===== src/rtl/dmtu_regs.svh =====
/*
 * constants of the dual module timer unit: widths, write selects,
 * reset values and tick divider positions.
 * assumes: included by its bare name, once or more.
 */
`ifndef DMTU_REGS_SVH
`define DMTU_REGS_SVH
// ----------------------------------------
// widths
// ----------------------------------------
`define DMTU_TW 16
`define DMTU_PSW 10
// ----------------------------------------
// tick positions: slow base every 4 clocks, fast every 2
// ----------------------------------------
`define DMTU_SLOW_LSB 2
`define DMTU_FAST_LSB 1
// ----------------------------------------
// software write selects
// ----------------------------------------
`define DMTU_SEL_SLOW 3'h0
`define DMTU_SEL_FAST 3'h3
`define DMTU_SEL_FAST_CAPTURE_RELOAD_REG 3'h5
// ----------------------------------------
// reset values
// ----------------------------------------
`define DMTU_RST_VAL 16'h0000
`endif


===== src/rtl/dmtu_pkg.sv =====
/*
 * types of the dual module timer unit: modes, per timer config,
 * software write bundle.
 * assumes: dmtu_regs.svh on the include path.
 */
`include "dmtu_regs.svh"
package dmtu_pkg;
    // ----------------------------------------
    // operating modes
    // ----------------------------------------
    typedef enum logic [2:0] {
        mode_timer,
        mode_gated,
        mode_counter,
        mode_encoder,
        mode_capture,
        mode_reload
    } dmtu_mode_t;
    // ----------------------------------------
    // per timer configuration
    // ----------------------------------------
    typedef struct packed {
        dmtu_mode_t mode;     // operating mode
        logic [2:0] presc;    // extra divide by 2**presc
        logic down;           // software direction
        logic ext_dir;        // direction pin may flip it
        logic gate_low;       // gate active low
        logic [1:0] edge_sel; // bit0 rising, bit1 falling
        logic src_tl;         // aux: use toggle latch as source
    } dmtu_cfg_t;
    // ----------------------------------------
    // software write into a timer or capture reg
    // ----------------------------------------
    typedef struct packed {
        logic en;
        logic [2:0] sel;
        logic [`DMTU_TW-1:0] data;
    } dmtu_wr_t;
endpackage


===== src/rtl/dmtu_top.sv =====
/*
 * dual module timer unit: a slow module (aux a, core, aux b) and a
 * fast module (aux, core, capture/reload register), all 16 bits.
 * assumes: all pins synchronous to sys_clk_in; config held steady
 * by software; no register bus, every control is a port.
 */
`timescale 1ns/1ps
`include "dmtu_regs.svh"
module dmtu_top (
    input wire logic sys_clk_in,
    input wire logic rstn_in,
    input wire dmtu_pkg::dmtu_cfg_t slow_cfg_in [3],
    input wire dmtu_pkg::dmtu_cfg_t fast_cfg_in [2],
    input wire logic fast_reload_en_in,
    input wire logic fast_clear_en_in,
    input wire logic [1:0] fast_cap_sel_in,
    input wire logic [1:0] fast_cap_edge_in,
    input wire dmtu_pkg::dmtu_wr_t wr_in,
    input wire logic slow_core_count_input_in,
    input wire logic slow_core_direction_input_in,
    input wire logic slow_aux_b_input_in,
    input wire logic fast_aux_input_in,
    input wire logic fast_aux_direction_in,
    input wire logic fast_core_input_in,
    input wire logic fast_capture_input_in,
    output logic [`DMTU_TW-1:0] slow_aux_a_out,
    output logic [`DMTU_TW-1:0] slow_core_out,
    output logic [`DMTU_TW-1:0] slow_aux_b_out,
    output logic [`DMTU_TW-1:0] fast_aux_out,
    output logic [`DMTU_TW-1:0] fast_core_out,
    output logic [`DMTU_TW-1:0] fast_fast_capture_reload_reg_out,
    output logic slow_toggle_output_out,
    output logic fast_toggle_output_out,
    output logic [2:0] slow_wrap_out,
    output logic [1:0] fast_wrap_out
);
    localparam int TW = `DMTU_TW;
    localparam int PSW = `DMTU_PSW;

    // ----------------------------------------
    // helper functions
    // ----------------------------------------
    // edge of a sampled level, per rising/falling select
    function automatic logic edge_hit(input logic p, input logic c,
                                      input logic [1:0] sel);
        edge_hit = (sel[0] & ~p & c) | (sel[1] & p & ~c);
    endfunction

    // prescaler tick: low lsb+presc bits of free counter all ones
    function automatic logic presc_hit(input logic [PSW-1:0] ps,
                                       input int lsb,
                                       input logic [2:0] p);
        logic [PSW-1:0] m;
        m = '0;
        for (int k = 0; k < PSW; k++) begin
            m[k] = (k < lsb + int'(p));
        end
        presc_hit = &(ps | ~m);
    endfunction

    // quadrature direction: A leads B counts up
    function automatic logic quad_dn(input logic a, input logic b,
                                     input logic a_edge);
        quad_dn = a_edge ? (a == b) : (a != b);
    endfunction

    // one step with wrap flag in the top bit
    function automatic logic [TW:0] step(input logic [TW-1:0] v,
                                         input logic dn);
        logic wrap;
        wrap = dn ? (v == '0) : (&v);
        step = {wrap, dn ? v - 1'b1 : v + 1'b1};
    endfunction

    // count pulse for the plain modes; roles give none
    function automatic logic cnt_pulse(input dmtu_pkg::dmtu_cfg_t c,
                                       input logic ptick,
                                       input logic pin,
                                       input logic pin_e,
                                       input logic tl_e,
                                       input logic aux);
        cnt_pulse = 1'b0;
        unique case (c.mode)
            dmtu_pkg::mode_timer: cnt_pulse = ptick;
            dmtu_pkg::mode_gated: cnt_pulse = ptick & (pin ^ c.gate_low);
            dmtu_pkg::mode_counter: begin
                cnt_pulse = (aux & c.src_tl) ? tl_e : pin_e;
            end
            dmtu_pkg::mode_encoder: cnt_pulse = 1'b0;
            dmtu_pkg::mode_capture: cnt_pulse = 1'b0;
            dmtu_pkg::mode_reload: cnt_pulse = 1'b0;
            default: cnt_pulse = 1'b0;
        endcase
    endfunction

    // ----------------------------------------
    // reset release and prescaler
    // ----------------------------------------
    logic [1:0] rst_sync_r; // bit0 seen only by bit1
    logic rst_n;
    logic [PSW-1:0] ps_r; // free running divider
    wire s_tick = &ps_r[`DMTU_SLOW_LSB-1:0];
    wire f_tick = &ps_r[`DMTU_FAST_LSB-1:0];

    // two flop release keeps every flop leaving reset together
    always_ff @(posedge sys_clk_in or negedge rstn_in) begin
        if (!rstn_in) begin
            rst_sync_r <= 2'h0;
        end else begin
            rst_sync_r <= {rst_sync_r[0], 1'b1};
        end
    end
    assign rst_n = rst_sync_r[1];

    // divider shared by both modules, so ticks stay aligned
    always_ff @(posedge sys_clk_in or negedge rst_n) begin
        if (!rst_n) begin
            ps_r <= '0;
        end else begin
            ps_r <= ps_r + 1'b1;
        end
    end

    // ----------------------------------------
    // state
    // ----------------------------------------
    logic [TW-1:0] slow_r [3]; // aux a, core, aux b
    logic [TW-1:0] fast_r [2]; // aux, core
    logic [TW-1:0] fast_capture_reload_reg_r;   // fast capture/reload
    logic slow_tl_r, slow_tl_p_r, fast_tl_r, fast_tl_p_r;
    logic [2:0] s_pin_p_r, s_dir_p_r; // slow samples at base tick
    logic [1:0] f_pin_p_r, f_dir_p_r; // fast samples at base tick
    logic fast_capture_input_p_r;
    logic [2:0] s_wrap_r;
    logic [1:0] f_wrap_r;

    // unconnected pins are tied quiet here
    wire [2:0] s_pin = {slow_aux_b_input_in, slow_core_count_input_in,
                        1'b0};
    wire [2:0] s_dir = {1'b0, slow_core_direction_input_in, 1'b0};
    wire [1:0] f_pin = {fast_core_input_in, fast_aux_input_in};
    wire [1:0] f_dir = {1'b0, fast_aux_direction_in};

    // ----------------------------------------
    // slow module
    // ----------------------------------------
    wire [2:0] s_wrap, s_dn, s_cap, s_rld, s_wr;
    wire [TW:0] s_st [3];
    wire [2:0] s_pulse;
    wire s_tl_ev = slow_tl_r != slow_tl_p_r;

    for (genvar i = 0; i < 3; i++) begin : g_slow
        wire dmtu_pkg::dmtu_cfg_t c = slow_cfg_in[i];
        wire aux = (i != 1);
        wire ptick = s_tick & presc_hit(ps_r, `DMTU_SLOW_LSB, c.presc);
        wire a_e = s_tick & (s_pin_p_r[i] != s_pin[i]);
        wire b_e = s_tick & (s_dir_p_r[i] != s_dir[i]);
        wire pin_e = s_tick & edge_hit(s_pin_p_r[i], s_pin[i], c.edge_sel);
        wire tl_e = edge_hit(slow_tl_p_r, slow_tl_r, c.edge_sel);
        wire enc = c.mode == dmtu_pkg::mode_encoder;
        // encoder counts any selected A or B transition
        wire enc_p = (a_e & c.edge_sel[0]) | (b_e & c.edge_sel[1]);
        assign s_pulse[i] = enc ? enc_p
            : cnt_pulse(c, ptick, s_pin[i], pin_e, tl_e, aux);
        assign s_dn[i] = enc ? (quad_dn(s_pin[i], s_dir[i], a_e) ^ c.down)
            : (c.down ^ (c.ext_dir & s_dir[i]));
        assign s_st[i] = step(slow_r[i], s_dn[i]);
        assign s_wrap[i] = s_pulse[i] & s_st[i][TW];
        // role triggers only exist on the aux timers
        assign s_cap[i] = aux & (c.mode == dmtu_pkg::mode_capture) & pin_e;
        assign s_rld[i] = aux & (c.mode == dmtu_pkg::mode_reload)
            & (c.src_tl ? tl_e : pin_e);
        assign s_wr[i] = wr_in.en & (wr_in.sel == `DMTU_SEL_SLOW + 3'(i));
    end

    // aux a wins if both reload in one cycle; opposite edges never do
    wire core_rld = s_rld[0] | s_rld[2];
    wire [TW-1:0] rld_val = s_rld[0] ? slow_r[0] : slow_r[2];

    // software write first, then role action, then counting
    wire [TW-1:0] s_nxt [3];
    assign s_nxt[1] = s_wr[1] ? wr_in.data
        : core_rld ? rld_val
        : s_pulse[1] ? s_st[1][TW-1:0] : slow_r[1];
    for (genvar i = 0; i < 3; i += 2) begin : g_aux_nxt
        assign s_nxt[i] = s_wr[i] ? wr_in.data
            : s_cap[i] ? slow_r[1]
            : s_pulse[i] ? s_st[i][TW-1:0] : slow_r[i];
    end

    // slow timers, latch and samples
    always_ff @(posedge sys_clk_in or negedge rst_n) begin
        if (!rst_n) begin
            slow_r <= '{default: `DMTU_RST_VAL};
            slow_tl_r <= 1'b0;
            slow_tl_p_r <= 1'b0;
            s_pin_p_r <= 3'h0;
            s_dir_p_r <= 3'h0;
            s_wrap_r <= 3'h0;
        end else begin
            slow_r <= s_nxt;
            slow_tl_r <= slow_tl_r ^ s_wrap[1];
            slow_tl_p_r <= slow_tl_r;
            s_wrap_r <= s_wrap;
            if (s_tick) begin
                s_pin_p_r <= s_pin;
                s_dir_p_r <= s_dir;
            end
        end
    end

    // ----------------------------------------
    // fast module
    // ----------------------------------------
    wire [1:0] f_wrap, f_pulse, f_wr;
    wire [TW:0] f_st [2];

    for (genvar j = 0; j < 2; j++) begin : g_fast
        wire dmtu_pkg::dmtu_cfg_t c = fast_cfg_in[j];
        wire ptick = f_tick & presc_hit(ps_r, `DMTU_FAST_LSB, c.presc);
        wire pin_e = f_tick & edge_hit(f_pin_p_r[j], f_pin[j], c.edge_sel);
        wire tl_e = edge_hit(fast_tl_p_r, fast_tl_r, c.edge_sel);
        wire dn = c.down ^ (c.ext_dir & f_dir[j]);
        assign f_pulse[j] = cnt_pulse(c, ptick, f_pin[j], pin_e, tl_e,
                                      j == 0);
        assign f_st[j] = step(fast_r[j], dn);
        assign f_wrap[j] = f_pulse[j] & f_st[j][TW];
        assign f_wr[j] = wr_in.en & (wr_in.sel == `DMTU_SEL_FAST + 3'(j));
    end

    // capture trigger: pin, or slow core input transitions
    wire cap_pin = f_tick & edge_hit(fast_capture_input_p_r, fast_capture_input_in,
                                     fast_cap_edge_in);
    wire s_in_tr = s_tick & (s_pin_p_r[1] != s_pin[1]);
    wire s_dir_tr = s_tick & (s_dir_p_r[1] != s_dir[1]);
    wire cap_hit = (fast_cap_sel_in == 2'h0) ? cap_pin
        : ((fast_cap_sel_in[0] & s_in_tr) | (fast_cap_sel_in[1] & s_dir_tr));
    wire cap_wr = wr_in.en & (wr_in.sel == `DMTU_SEL_FAST_CAPTURE_RELOAD_REG);

    wire [TW-1:0] f_nxt [2];
    assign f_nxt[1] = f_wr[1] ? wr_in.data
        : (f_wrap[1] & fast_reload_en_in) ? fast_capture_reload_reg_r
        : f_pulse[1] ? f_st[1][TW-1:0] : fast_r[1];
    assign f_nxt[0] = f_wr[0] ? wr_in.data
        : (cap_hit & fast_clear_en_in) ? `DMTU_RST_VAL
        : f_pulse[0] ? f_st[0][TW-1:0] : fast_r[0];
    wire [TW-1:0] cap_nxt = cap_wr ? wr_in.data
        : cap_hit ? fast_r[0] : fast_capture_reload_reg_r;

    // fast timers, latch, capture register and samples
    always_ff @(posedge sys_clk_in or negedge rst_n) begin
        if (!rst_n) begin
            fast_r <= '{default: `DMTU_RST_VAL};
            fast_capture_reload_reg_r <= `DMTU_RST_VAL;
            fast_tl_r <= 1'b0;
            fast_tl_p_r <= 1'b0;
            f_pin_p_r <= 2'h0;
            f_dir_p_r <= 2'h0;
            fast_capture_input_p_r <= 1'b0;
            f_wrap_r <= 2'h0;
        end else begin
            fast_r <= f_nxt;
            fast_capture_reload_reg_r <= cap_nxt;
            fast_tl_r <= fast_tl_r ^ f_wrap[1];
            fast_tl_p_r <= fast_tl_r;
            f_wrap_r <= f_wrap;
            if (f_tick) begin
                f_pin_p_r <= f_pin;
                f_dir_p_r <= f_dir;
                fast_capture_input_p_r <= fast_capture_input_in;
            end
        end
    end

    // ----------------------------------------
    // outputs, all straight from flops
    // ----------------------------------------
    assign slow_aux_a_out = slow_r[0];
    assign slow_core_out = slow_r[1];
    assign slow_aux_b_out = slow_r[2];
    assign fast_aux_out = fast_r[0];
    assign fast_core_out = fast_r[1];
    assign fast_fast_capture_reload_reg_out = fast_capture_reload_reg_r;
    assign slow_toggle_output_out = slow_tl_r;
    assign fast_toggle_output_out = fast_tl_r;
    assign slow_wrap_out = s_wrap_r;
    assign fast_wrap_out = f_wrap_r;
endmodule


===== config.mk =====
export PLATFORM = sky130hd
export DESIGN_NAME = dmtu_top
export DESIGN_NICKNAME = d
export VERILOG_FILES = /design/src/rtl/dmtu_pkg.sv /design/src/rtl/dmtu_top.sv
export VERILOG_INCLUDE_DIRS = /design/src /design/src/rtl
export SDC_FILE = /design/constraint.sdc
export NUM_CORES = 1
export LEC_CHECK = 0
export BUFFER_PORTS_ARGS = -buffer_cell sky130_fd_sc_hd__buf_2
export CAP_MARGIN = 20
export CORE_ASPECT_RATIO = 0.8
export CORE_MARGIN = 2
export CORE_UTILIZATION = 31
export DETAILED_ROUTE_END_ITERATION = 7
export PLACE_DENSITY_LB_ADDON = 0.05
export REMOVE_ABC_BUFFERS = 1
export SLEW_MARGIN = 40
export SYNTH_ARGS = -nofsm -noshare
export SYNTH_HDL_FRONTEND = slang
export SYNTH_SLANG_ARGS = --single-unit

===== constraint.sdc =====
create_clock -name sys_clk_in -period 5.03 [get_ports sys_clk_in]
set_clock_uncertainty 0.1 [all_clocks]
set_input_delay 0.2515 -clock sys_clk_in [delete_from_list [all_inputs] [get_ports sys_clk_in]]
set_output_delay 0.2515 -clock sys_clk_in [all_outputs]
set_load 0.02 [all_outputs]

==> Implementation_results.wiki, run 1 <==
{| class="wikitable"
! Metric !! Value
|-
| Via density || 5.35
|-
| Data arrival time at the worst-slack endpoint || 4.60 ns
|-
| Met1 demand-to-capacity share in global routing || 34.5%
|-
| Largest voltage drop on the vdd net || 295 µV
|-
| Vias in the first global route || 9,946
|-
| Number of synthesized register bits || 123
|-
| Clock tree from TritonCTS || yes
|-
| Final nets || 1,690
|-
| Top cell types by occurrence after synthesis || 130 x nand2_1, 127 x nor2_1, 124 x a21oi_1, 123 x dfrtp_1, 104 x o21ai_0
|-
| Largest cells by area after synthesis || dfrtp_1 29%, ha_1 10%, a21oi_1 5.8%, o21ai_0 4.9%, nand2_1 4.5%
|-
| Reg power frac || 28.9%
|-
| Number of ports placed on the die boundary || 198
|-
| Post-Synthesis Mean Instance Area || 8.13 µm²
|-
| Net switching fraction of the power || 46.5%
|-
| Die Width || 212 µm
|-
| Number of sinks handled by clock tree synthesis || 123
|-
| Worst Path Max Fanout || 15
|-
| F_max || 228 MHz
|-
| Max capacitance violation total || 0
|-
| Filler instances || 3,588
|-
| Top flip-flop cell by instance count after synthesis || dfrtp_1
|-
| Worst hold stages || 2
|-
| Cells along the critical path || ha_1 > buf_4 > mux2i_1 > mux2_2 > a21oi_1 > xnor2_2 > buf_4 > ha_1 > a21oi_1 > o21bai_1 > a2111oi_0 > nor2_1 > xnor2_1 > o211ai_1 > o2111a_1 > a221o_1
|-
| Number of max-slew violations in the final report || 0
|-
| Share of synthesized registers carrying an async set or reset || 100%
|-
| Sequential-to-total area share from yosys stat || 28.7%
|-
| Summed negative setup slack over all endpoints || 0 ns
|-
| Transition at the pin with the smallest max-transition slack || 0.766 ns
|-
| M2 GR Usage || 33.2%
|-
| Worst min-delay path category || in2reg
|-
| Height of the die || 170 µm
|-
| Power dissipated by switching net loads || 3.09 mW
|-
| Std cell rows || 60
|-
| Total track usage || 22.7%
|-
| Placed wire-length estimate || 30.2 mm
|-
| Area after DPL || 0.0123 mm²
|-
| Design Area, Final || 0.0130 mm²
|-
| Required time at the endpoint of the critical path || 5.25 ns
|-
| Largest net degree at the start of global routing || 68
|-
| RSZ-0062 raised after global routing || no
|-
| First-pass GRT wire length || 61.5 mm
|-
| Final hold slack || 0.0138 ns
|-
| Combinational fraction of design power || 50.4%
|-
| Flip-flop and latch area || 0.00308 mm²
|-
| Worst-skew pair later-pin latency || 0.44 ns
|-
| Top-count cell post-synth || nand2_1
|-
| Area of the die || 0.0361 mm²
|-
| Maximum root-to-sink buffer count || 2
|-
| Type of destination of the critical path || flip-flop
|-
| Clock Tree Root || clkbuf_16
|-
| Worst-path clk slew || 0.07 ns
|-
| Number of failing hold endpoints at the final stage || 0
|-
| Cell area after synthesis || 0.0107 mm²
|-
| Max incr delay on CP || 0.58 ns
|-
| Post-Place Cells || 1,944
|-
| Starting density of the core || 31.7%
|-
| Post-layout power || 6.65 mW
|-
| Status || completed
|-
| Initial antenna violation count || 2
|-
| Internal portion of total power || 3.56 mW
|-
| Final setup fails || 0
|-
| Global route total overflow || 0
|-
| Number of remaining DRC errors || 0
|-
| Leakage dissipation || 5.72 nW
|-
| Count of flip-flops with a built-in enable after synthesis || 0
|-
| Footprint of the multi-input gates || 0.00732 mm²
|-
| CTS Buf Count || 17
|-
| Number of port buffers || 192
|-
| Endpoint of the worst-slack reg-to-reg timing path || slow_core_out[8]$_DFFE_PN0P_
|-
| Global placement routability congestion || 0.844
|-
| Setup crit start kind || flip-flop
|-
| Total detailed-routing wirelength || 40.7 mm
|-
| Warnings, synthesis || 0
|-
| Cells after Synth || 1,320
|-
| Most Crowded Layer GR || met1
|-
| Master of the slowest instance on the critical path || a2111oi_0
|-
| ANT nets after route || 0
|-
| Ratio of final minimum period to clock period || 87.1%
|-
| Maximum level of the CTS H-tree || 4
|-
| DRC marker count from the first detailed-route iteration || 834
|-
| Pre-Repair DR Iteration Count || 5
|-
| Share of Yosys cell area claimed by the top area cell type || 28.7%
|-
| Clock power share || 20.7%
|-
| Core region area || 0.0339 mm²
|-
| Final cell count without fillers || 1,981
|-
| Resize count post-CTS || 0
|-
| Wire length per cell || 20.6 µm
|-
| Area added between synthesis and finish || 20.7%
|-
| Detailed-route via count || 10,600
|-
| Power per cell area || 513 mW/mm²
|-
| Worst hold endpoint || s_dir_p_r[1]$_DFFE_PN0P_
|-
| Relative max-transition margin || 48.9%
|-
| Register-to-register setup slack || 0.65 ns
|-
| Number of cells traversed by the worst register-to-register path || 16
|-
| Fraction of layout cells with a size suffix above 1 || 19.0%
|-
| Final min period || 4.38 ns
|-
| HP Start || slow_core_direction_input_in
|-
| RR Startpoint || ps_r[0]$_DFF_PN0_
|-
| Critical Path Start || ps_r[0]$_DFF_PN0_
|-
| Library cell with the largest summed area after synthesis || dfrtp_1
|-
| Library cells used by synthesis || 82
|-
| Critical path class || reg2reg
|-
| Met3 layer usage reported by global route || 3.10%
|}
[cells by family (layout without fill, tap and decap cells)]
group / Yosys count / in the layout / share of synthesized area [%]
other: 1 / 4 / 0.0349
adder cells (fa/ha/maj): 95 / 95 / 11.4
XOR/XNOR: 79 / 79 / 6.45
AO/OA/AOI/OAI: 418 / 418 / 24.7
multiplexers: 44 / 44 / 4.23
buffers and inverters: 98 / 291 / 3.53
AND/OR/NAND/NOR: 462 / 462 / 20.9
flip-flops: 123 / 123 / 28.7
[power by group through the flow]
stage | Clock [mW] | Sequential (mW) | Combinational, mW
after floorplan | 0 | 2.03 | 2.12
after global placement | 0 | 1.94 | 3.31
after detailed placement | 0 | 1.93 | 3.33
after CTS | 1.40 | 1.92 | 3.36
after global routing | 1.45 | 1.98 | 3.73
final | 1.38 | 1.92 | 3.35
[per-stage QoR]
stage | worst slack [ns] | util, %
6_report | 0.651 | 38.3
5_1_grt | 0.357 | 38.2
4_1_cts | 0.643 | 38.2
3_5_place_dp | 0.659 | 36.3
3_3_place_gp | 0.659 | 36.2
2_1_floorplan | 0.291 | -
[layout by cell type, fill, tap and decap left out, types with 10 or more instances in the layout]
master	instances
ha_1	90
nand2_1	129
nor2_1	127
a21o_1	16
nand2b_1	15
inv_1	43
o21bai_1	13
a31oi_1	18
buf_2	193
mux2_2	11
nor4_1	24
a21oi_1	124
and2_1	10
dfrtp_1	122
nand3_1	28
nand4_1	24
nor2b_1	15
a211oi_1	21
clkbuf_16	17
o21ai_0	104
nor3_1	30
o211ai_1	27
xor2_1	30
o21a_1	15
mux2i_1	33
buf_4	16
xnor2_1	48
[critical path, delay by kind of cell, from the launching register on]
kind,cells,cell delay [ns]
compound gates,7,1.85
fa+ha+maj,2,0.52
buf+inv,2,0.50
xor+xnor,2,0.37
mux,2,0.41
flops,1,0.38
simple gates,1,0.13
[state kept, by name, indices dropped and copies added (netlist names), 2 cells and up]
name                              flops
slow_aux_a_out                       16
slow_wrap_out                         3
rst_sync_r                            2
f_pin_p_r                             2
fast_core_out                        16
ps_r                                 10
slow_aux_b_out                       16
fast_fast_capture_reload_reg_out     16
slow_core_out                        16
s_pin_p_r                             2
fast_aux_out                         16
fast_wrap_out                         2
[timing repair]
item,in CTS,in global routing
hold endpoints to repair,3,0
buffers inserted,0,0
endpoints found under the setup margin,0,0
hold buffers,2,0
[per-layer routing]
metal	up-vias	routed length, µm
li1	5247	-
met1	5092	21200
met2	237	17100
met3	25	1700
met4	0	660
met5	-	0
[final cells by class]
| class | count | share of cell area (%) |
|---|---|---|
| Multi-Input combinational cell | 1099 | 56.5 |
| Sequential cell | 123 | 23.8 |
| Timing Repair Buffer | 214 | 8.93 |
| Tap cell | 465 | 4.49 |
| Clock buffer | 19 | 3.42 |
| Clock inverter | 13 | 1.47 |
| Inverter | 45 | 1.30 |
| Antenna cell | 3 | 0.0580 |
[how the worst max path moves through the flow]
| stage | to | slack [ns] | cells after the start |
|---|---|---|---|
| floorplan | slow_core_out[8]$_DFFE_PN0P_ | 0.29 | 15 |
| global placement | slow_core_out[8]$_DFFE_PN0P_ | 0.66 | 16 |
| detailed placement | slow_core_out[8]$_DFFE_PN0P_ | 0.66 | 16 |
| CTS | slow_core_out[8]$_DFFE_PN0P_ | 0.64 | 16 |
| global route | slow_core_out[8]$_DFFE_PN0P_ | 0.36 | 16 |
| finish | slow_core_out[8]$_DFFE_PN0P_ | 0.65 | 16 |
Power figures use the tool's default switching activity.
==> run 2: changes to the inputs <==
CORE_ASPECT_RATIO = 0.75   (was 0.8)
CORE_MARGIN = 3   (was 2)
GPL_ROUTABILITY_DRIVEN = 0   (was not set)
==> Implementation_results.wiki, run 2 (same netlist as run 1, synthesis figures left out) <==
{| class="wikitable"
! Metric !! Value
|-
| Maximum level of the CTS H-tree || 4
|-
| Vias in the first global route || 10,100
|-
| CTS Buf Count || 17
|-
| Endpoint of the worst-slack reg-to-reg timing path || slow_aux_b_out[14]$_DFFE_PN0P_
|-
| Worst min-delay path category || in2reg
|-
| Largest net degree at the start of global routing || 50
|-
| Number of port buffers || 192
|-
| Transition at the pin with the smallest max-transition slack || 0.904 ns
|-
| Post-layout power || 6.59 mW
|-
| Clock Tree Root || clkbuf_16
|-
| Number of max-slew violations in the final report || 0
|-
| Core region area || 0.0338 mm²
|-
| Wire length per cell || 21.0 µm
|-
| Data arrival time at the worst-slack endpoint || 4.60 ns
|-
| F_max || 226 MHz
|-
| Cell type group with the largest total delay on the critical path || compound AO/OA/AOI/OAI gates
|-
| Area added between synthesis and finish || 20.0%
|-
| Cells along the critical path || ha_1 > mux2_2 > and4_1 > xnor2_1 > inv_1 > buf_4 > ha_1 > o21ai_0 > nor2_1 > o211ai_1 > a21oi_1 > o41ai_1 > o21ai_0 > xor2_1 > o221ai_1 > o21ai_0
|-
| Fraction of layout cells with a size suffix above 1 || 18.9%
|-
| Height of the die || 167 µm
|-
| Critical Path Start || ps_r[0]$_DFF_PN0_
|-
| Status || completed
|-
| Number of sinks handled by clock tree synthesis || 123
|-
| Relative max-transition margin || 39.5%
|-
| HP Start || slow_core_direction_input_in
|-
| Worst Path Max Fanout || 14
|-
| Largest voltage drop on the vdd net || 245 µV
|-
| ANT nets after route || 0
|-
| Detailed-route via count || 10,600
|-
| Power per cell area || 512 mW/mm²
|-
| Placed wire-length estimate || 30.3 mm
|-
| Maximum root-to-sink buffer count || 2
|-
| Starting density of the core || 31.7%
|-
| Final setup fails || 0
|-
| Total track usage || 22.0%
|-
| Clock tree from TritonCTS || yes
|-
| Type of destination of the critical path || flip-flop
|-
| Max incr delay on CP || 0.45 ns
|-
| Area of the die || 0.0369 mm²
|-
| Commonest non-fill, non-tap cells in the layout || 192 x buf_2, 129 x nand2_1, 127 x nor2_1
|-
| Pre-Repair DR Iteration Count || 5
|-
| Final cell count without fillers || 1,968
|-
| Summed negative setup slack over all endpoints || 0 ns
|-
| Worst-path clk slew || 0.06 ns
|-
| Fin util || 38.1%
|-
| CP Buf/Inv Count || 2
|-
| Critical path class || reg2reg
|-
| Std cell rows || 58
|-
| CP most frequent cell || o21ai_0
|-
| Resize count post-CTS || 0
|-
| Register-to-register setup slack || 0.61 ns
|-
| Global route total overflow || 0
|-
| Worst hold endpoint || s_dir_p_r[1]$_DFFE_PN0P_
|-
| Max capacitance violation total || 0
|-
| Worst hold stages || 2
|-
| Leakage dissipation || 5.69 nW
|-
| Initial antenna violation count || 2
|-
| Die Width || 221 µm
|-
| Ratio of final minimum period to clock period || 87.8%
|-
| RR Startpoint || ps_r[0]$_DFF_PN0_
|-
| Required time at the endpoint of the critical path || 5.21 ns
|-
| Via density || 5.37
|-
| Post-Place Cells || 1,930
|-
| Number of cells traversed by the worst register-to-register path || 16
|-
| DRC marker count from the first detailed-route iteration || 747
|-
| Final hold slack || 0.0154 ns
|-
| Worst-skew pair later-pin latency || 0.44 ns
|-
| Setup crit start kind || flip-flop
|-
| Final nets || 1,693
|-
| Number of failing hold endpoints at the final stage || 0
|-
| Number of remaining DRC errors || 0
|-
| Commonest non-fill, non-tap cell in the layout || buf_2
|-
| Master of the slowest instance on the critical path || o41ai_1
|-
| Total detailed-routing wirelength || 41.3 mm
|-
| RSZ-0062 raised after global routing || no
|-
| Number of ports placed on the die boundary || 198
|-
| Final min period || 4.42 ns
|-
| First-pass GRT wire length || 62.9 mm
|}
[run 2: stage by stage]
| stage | cell area (µm²) | setup WS, ns |
|---|---|---|
| after floorplan | 10500 | 0.291 |
| after global placement | 12200 | 0.726 |
| after detailed placement | 12200 | 0.680 |
| after CTS | 12900 | 0.645 |
| after global routing | 12900 | 0.235 |
| final | 12900 | 0.611 |
[run 2: worst max-delay path by stage]
stage,end,cells after the start
2_1_floorplan,slow_core_out[8]$_DFFE_PN0P_,15
3_3_place_gp,slow_aux_b_out[14]$_DFFE_PN0P_,15
3_5_place_dp,slow_aux_b_out[14]$_DFFE_PN0P_,16
4_1_cts,slow_aux_b_out[14]$_DFFE_PN0P_,16
5_1_grt,slow_aux_b_out[14]$_DFFE_PN0P_,16
6_report,slow_aux_b_out[14]$_DFFE_PN0P_,16
[run 2: repair_timing]
item | 4_1_cts | 5_1_grt
hold buffers | 3 | 0
setup buffers | 0 | 0
endpoints found under the hold margin | 3 | 0
[run 2: area by class of cell]
class,instances,area (µm²)
antenna,2,5.00
tap,450,563
multi-input combinational,1099,7310
clock inverter,12,149
clock buffer,20,437
inverter,45,169
fill,3598,20900
sequential,123,3080
timing repair buffer,217,1160
[run 2: report_power, final]
| group | internal, mW | leakage (nW) | switching, mW |
|---|---|---|---|
| combinational | 1.43 | 3.93 | 1.90 |
| clock | 0.776 | 0.276 | 0.526 |
| sequential | 1.28 | 1.48 | 0.682 |
| total | 3.48 | 5.69 | 3.11 |
[run 2: per-layer routing]
metal	up-vias	track usage, %	share of wire (%)
met1	5048	34.3	53
met2	268	31.7	41
met4	0	3.67	1.0
li1	5235	-	-
met5	-	0	0
met3	20	4.00	5.2
==> run 3: changes to the inputs <==
CTS_BUF_LIST = sky130_fd_sc_hd__clkbuf_2 sky130_fd_sc_hd__clkbuf_4 sky130_fd_sc_hd__clkbuf_8   (was not set)
==> Implementation_results.wiki, run 3 (same netlist as run 1, synthesis figures left out) <==
{| class="wikitable"
! Metric !! Value
|-
| First-pass GRT wire length || 62.7 mm
|-
| Status || completed
|-
| Std cell rows || 58
|-
| Clock tree from TritonCTS || yes
|-
| Post-CTS setup-driven buffer insertion count || 0
|-
| Master of the slowest instance on the critical path || o41ai_1
|-
| Critical path class || reg2reg
|-
| Area of the die || 0.0369 mm²
|-
| Relative max-transition margin || 41.2%
|-
| Design Area, Final || 0.0127 mm²
|-
| Wire length on met3 || 2.14 mm
|-
| Number of cells traversed by the worst register-to-register path || 16
|-
| Maximum level of the CTS H-tree || 4
|-
| Power per cell area || 491 mW/mm²
|-
| Worst hold stages || 3
|-
| Vias in the first global route || 10,100
|-
| Pre-Repair DR Iteration Count || 5
|-
| Detailed-route via count || 10,500
|-
| Commonest non-fill, non-tap cell in the layout || buf_2
|-
| Area after DPL || 0.0122 mm²
|-
| Cells along the critical path || ha_1 > mux2_2 > and4_1 > xnor2_1 > inv_1 > buf_4 > ha_1 > o21ai_0 > nor2_1 > o211ai_1 > a21oi_1 > o41ai_1 > o21ai_0 > xor2_1 > o221ai_1 > o21ai_0
|-
| Number of failing hold endpoints at the final stage || 0
|-
| Required time at the endpoint of the critical path || 5.26 ns
|-
| Largest net degree at the start of global routing || 50
|-
| Starting density of the core || 31.7%
|-
| Number of max-slew violations in the final report || 0
|-
| Final setup fails || 0
|-
| Area added between synthesis and finish || 18.8%
|-
| Leakage dissipation || 5.63 nW
|-
| Register-to-register setup slack || 0.61 ns
|-
| Data arrival time at the worst-slack endpoint || 4.65 ns
|-
| Number of remaining DRC errors || 0
|-
| ANT nets after route || 0
|-
| Max capacitance violation total || 0
|-
| Type of destination of the critical path || flip-flop
|-
| Worst Path Max Fanout || 14
|-
| Die Width || 221 µm
|-
| Resize count post-CTS || 0
|-
| RR Startpoint || ps_r[0]$_DFF_PN0_
|-
| Fraction of layout cells with a size suffix above 1 || 19.1%
|-
| CP most frequent cell || o21ai_0
|-
| Clock power share || 15.6%
|-
| Placed wire-length estimate || 30.3 mm
|-
| Combinational fraction of design power || 53.2%
|-
| Endpoint of the worst-slack reg-to-reg timing path || slow_aux_b_out[14]$_DFFE_PN0P_
|-
| Final min period || 4.42 ns
|-
| Via density || 5.32
|-
| Setup crit start kind || flip-flop
|-
| Top layer used by detailed routing || met4
|-
| DRC marker count from the first detailed-route iteration || 707
|-
| Internal portion of total power || 3.21 mW
|-
| Power dissipated by switching net loads || 3.05 mW
|-
| Core region area || 0.0338 mm²
|-
| F_max || 226 MHz
|-
| Metal1 wirelength || 21.6 mm
|-
| HP Start || wr_in[15]
|-
| RSZ-0062 raised after global routing || no
|-
| Global route total overflow || 0
|-
| Net switching fraction of the power || 48.7%
|-
| Final nets || 1,698
|-
| Worst min-delay path category || in2reg
|-
| Fin util || 37.7%
|-
| Height of the die || 167 µm
|-
| Worst hold endpoint || fast_core_out[15]$_DFFE_PN0P_
|-
| Cell type group with the largest total delay on the critical path || compound AO/OA/AOI/OAI gates
|-
| Summed negative setup slack over all endpoints || 0 ns
|-
| Worst-path clk slew || 0.09 ns
|-
| Number of sinks handled by clock tree synthesis || 123
|-
| Total track usage || 21.9%
|-
| Clock Tree Root || clkbuf_8
|-
| Maximum root-to-sink buffer count || 2
|-
| Transition at the pin with the smallest max-transition slack || 0.879 ns
|-
| Commonest non-fill, non-tap cells in the layout || 192 x buf_2, 129 x nand2_1, 127 x nor2_1
|-
| Largest voltage drop on the vdd net || 224 µV
|-
| CTS Buf Count || 17
|-
| Number of port buffers || 192
|-
| Number of ports placed on the die boundary || 198
|-
| CP Buf/Inv Count || 2
|-
| Initial antenna violation count || 2
|-
| Max incr delay on CP || 0.44 ns
|-
| Worst-skew pair later-pin latency || 0.49 ns
|-
| Detailed-routed wire length on met2 || 16.9 mm
|-
| Total detailed-routing wirelength || 41.1 mm
|-
| Ratio of final minimum period to clock period || 87.9%
|-
| Wire length per cell || 20.8 µm
|-
| Reg power frac || 31.2%
|}
-- run 3: cell count changes in the layout (fill, tap and decap cells not counted) --
cell,change
clkbuf_1,-3
clkbuf_4,+3
clkbuf_16,-17
diode_2,+1
clkbuf_8,+17
dlygate4sd3_1,+5
-- run 3: worst reg2reg max path, stage by stage, from the launching register on --
cell	delay (ns)
dfrtp_1	0.37
ha_1	0.30
mux2_2	0.36
and4_1	0.22
xnor2_1	0.33
inv_1	0.18
buf_4	0.24
ha_1	0.37
o21ai_0	0.20
nor2_1	0.10
o211ai_1	0.25
a21oi_1	0.13
o41ai_1	0.45
o21ai_0	0.22
xor2_1	0.18
o221ai_1	0.17
o21ai_0	0.10
-- run 3: timing repair --
action / in CTS / in global routing
endpoints found under the setup margin: 0 / 0
hold buffers: 8 / 0
hold endpoints to repair: 8 / 0
-- run 3: final cells by class --
cell class | instances | area, µm²
diodes | 3 | 7.51
clock buffers | 20 | 256
well taps | 450 | 563
repair buffers | 222 | 1210
clock inverters | 12 | 149
flip-flops and latches | 123 | 3080
multi-input cells | 1099 | 7310
fillers | 3601 | 21100
inverters | 45 | 169
-- run 3: power by group through the flow --
stage | Sequential, mW | Clock [mW] | Combinational, mW
2_1_floorplan | 2.03 | 0 | 2.12
3_3_place_gp | 1.96 | 0 | 3.30
3_5_place_dp | 1.96 | 0 | 3.31
4_1_cts | 1.95 | 1.01 | 3.34
5_1_grt | 2.01 | 1.05 | 3.74
6_report | 1.95 | 0.979 | 3.33
-- run 3: worst max path at each step --
stage / startpoint / to / slack [ns] / cells past startpoint
6_report: ps_r[0]$_DFF_PN0_ / slow_aux_b_out[14]$_DFFE_PN0P_ / 0.61 / 16
5_1_grt: ps_r[0]$_DFF_PN0_ / slow_aux_b_out[14]$_DFFE_PN0P_ / 0.24 / 16
4_1_cts: ps_r[0]$_DFF_PN0_ / slow_aux_b_out[14]$_DFFE_PN0P_ / 0.64 / 16
3_5_place_dp: ps_r[0]$_DFF_PN0_ / slow_aux_b_out[14]$_DFFE_PN0P_ / 0.68 / 16
3_3_place_gp: ps_r[0]$_DFF_PN0_ / slow_aux_b_out[14]$_DFFE_PN0P_ / 0.73 / 15
2_1_floorplan: ps_r[0]$_DFF_PN0_ / slow_core_out[8]$_DFFE_PN0P_ / 0.29 / 15
-- run 3: stage by stage --
| stage | power [mW] | instances | setup slack, ns | hold slack (ns) |
|---|---|---|---|---|
| floorplan | 4.15 | 1267 | 0.291 | -0.144 |
| global placement | 5.26 | 1930 | 0.726 | -0.0610 |
| detailed placement | 5.27 | 1930 | 0.680 | -0.0602 |
| CTS | 6.29 | 1970 | 0.644 | 0.00338 |
| global route | 6.80 | 1973 | 0.238 | 0.0189 |
| finish | 6.26 | 1974 | 0.609 | 0.0365 |
-- run 3: metal layers --
| layer | track usage [%] | vias to the layer above |
|---|---|---|
| li1 | - | 5250 |
| met1 | 34.2 | 4981 |
| met2 | 31.5 | 257 |
| met3 | 4.03 | 23 |
| met4 | 3.97 | 0 |
| met5 | 0 | - |
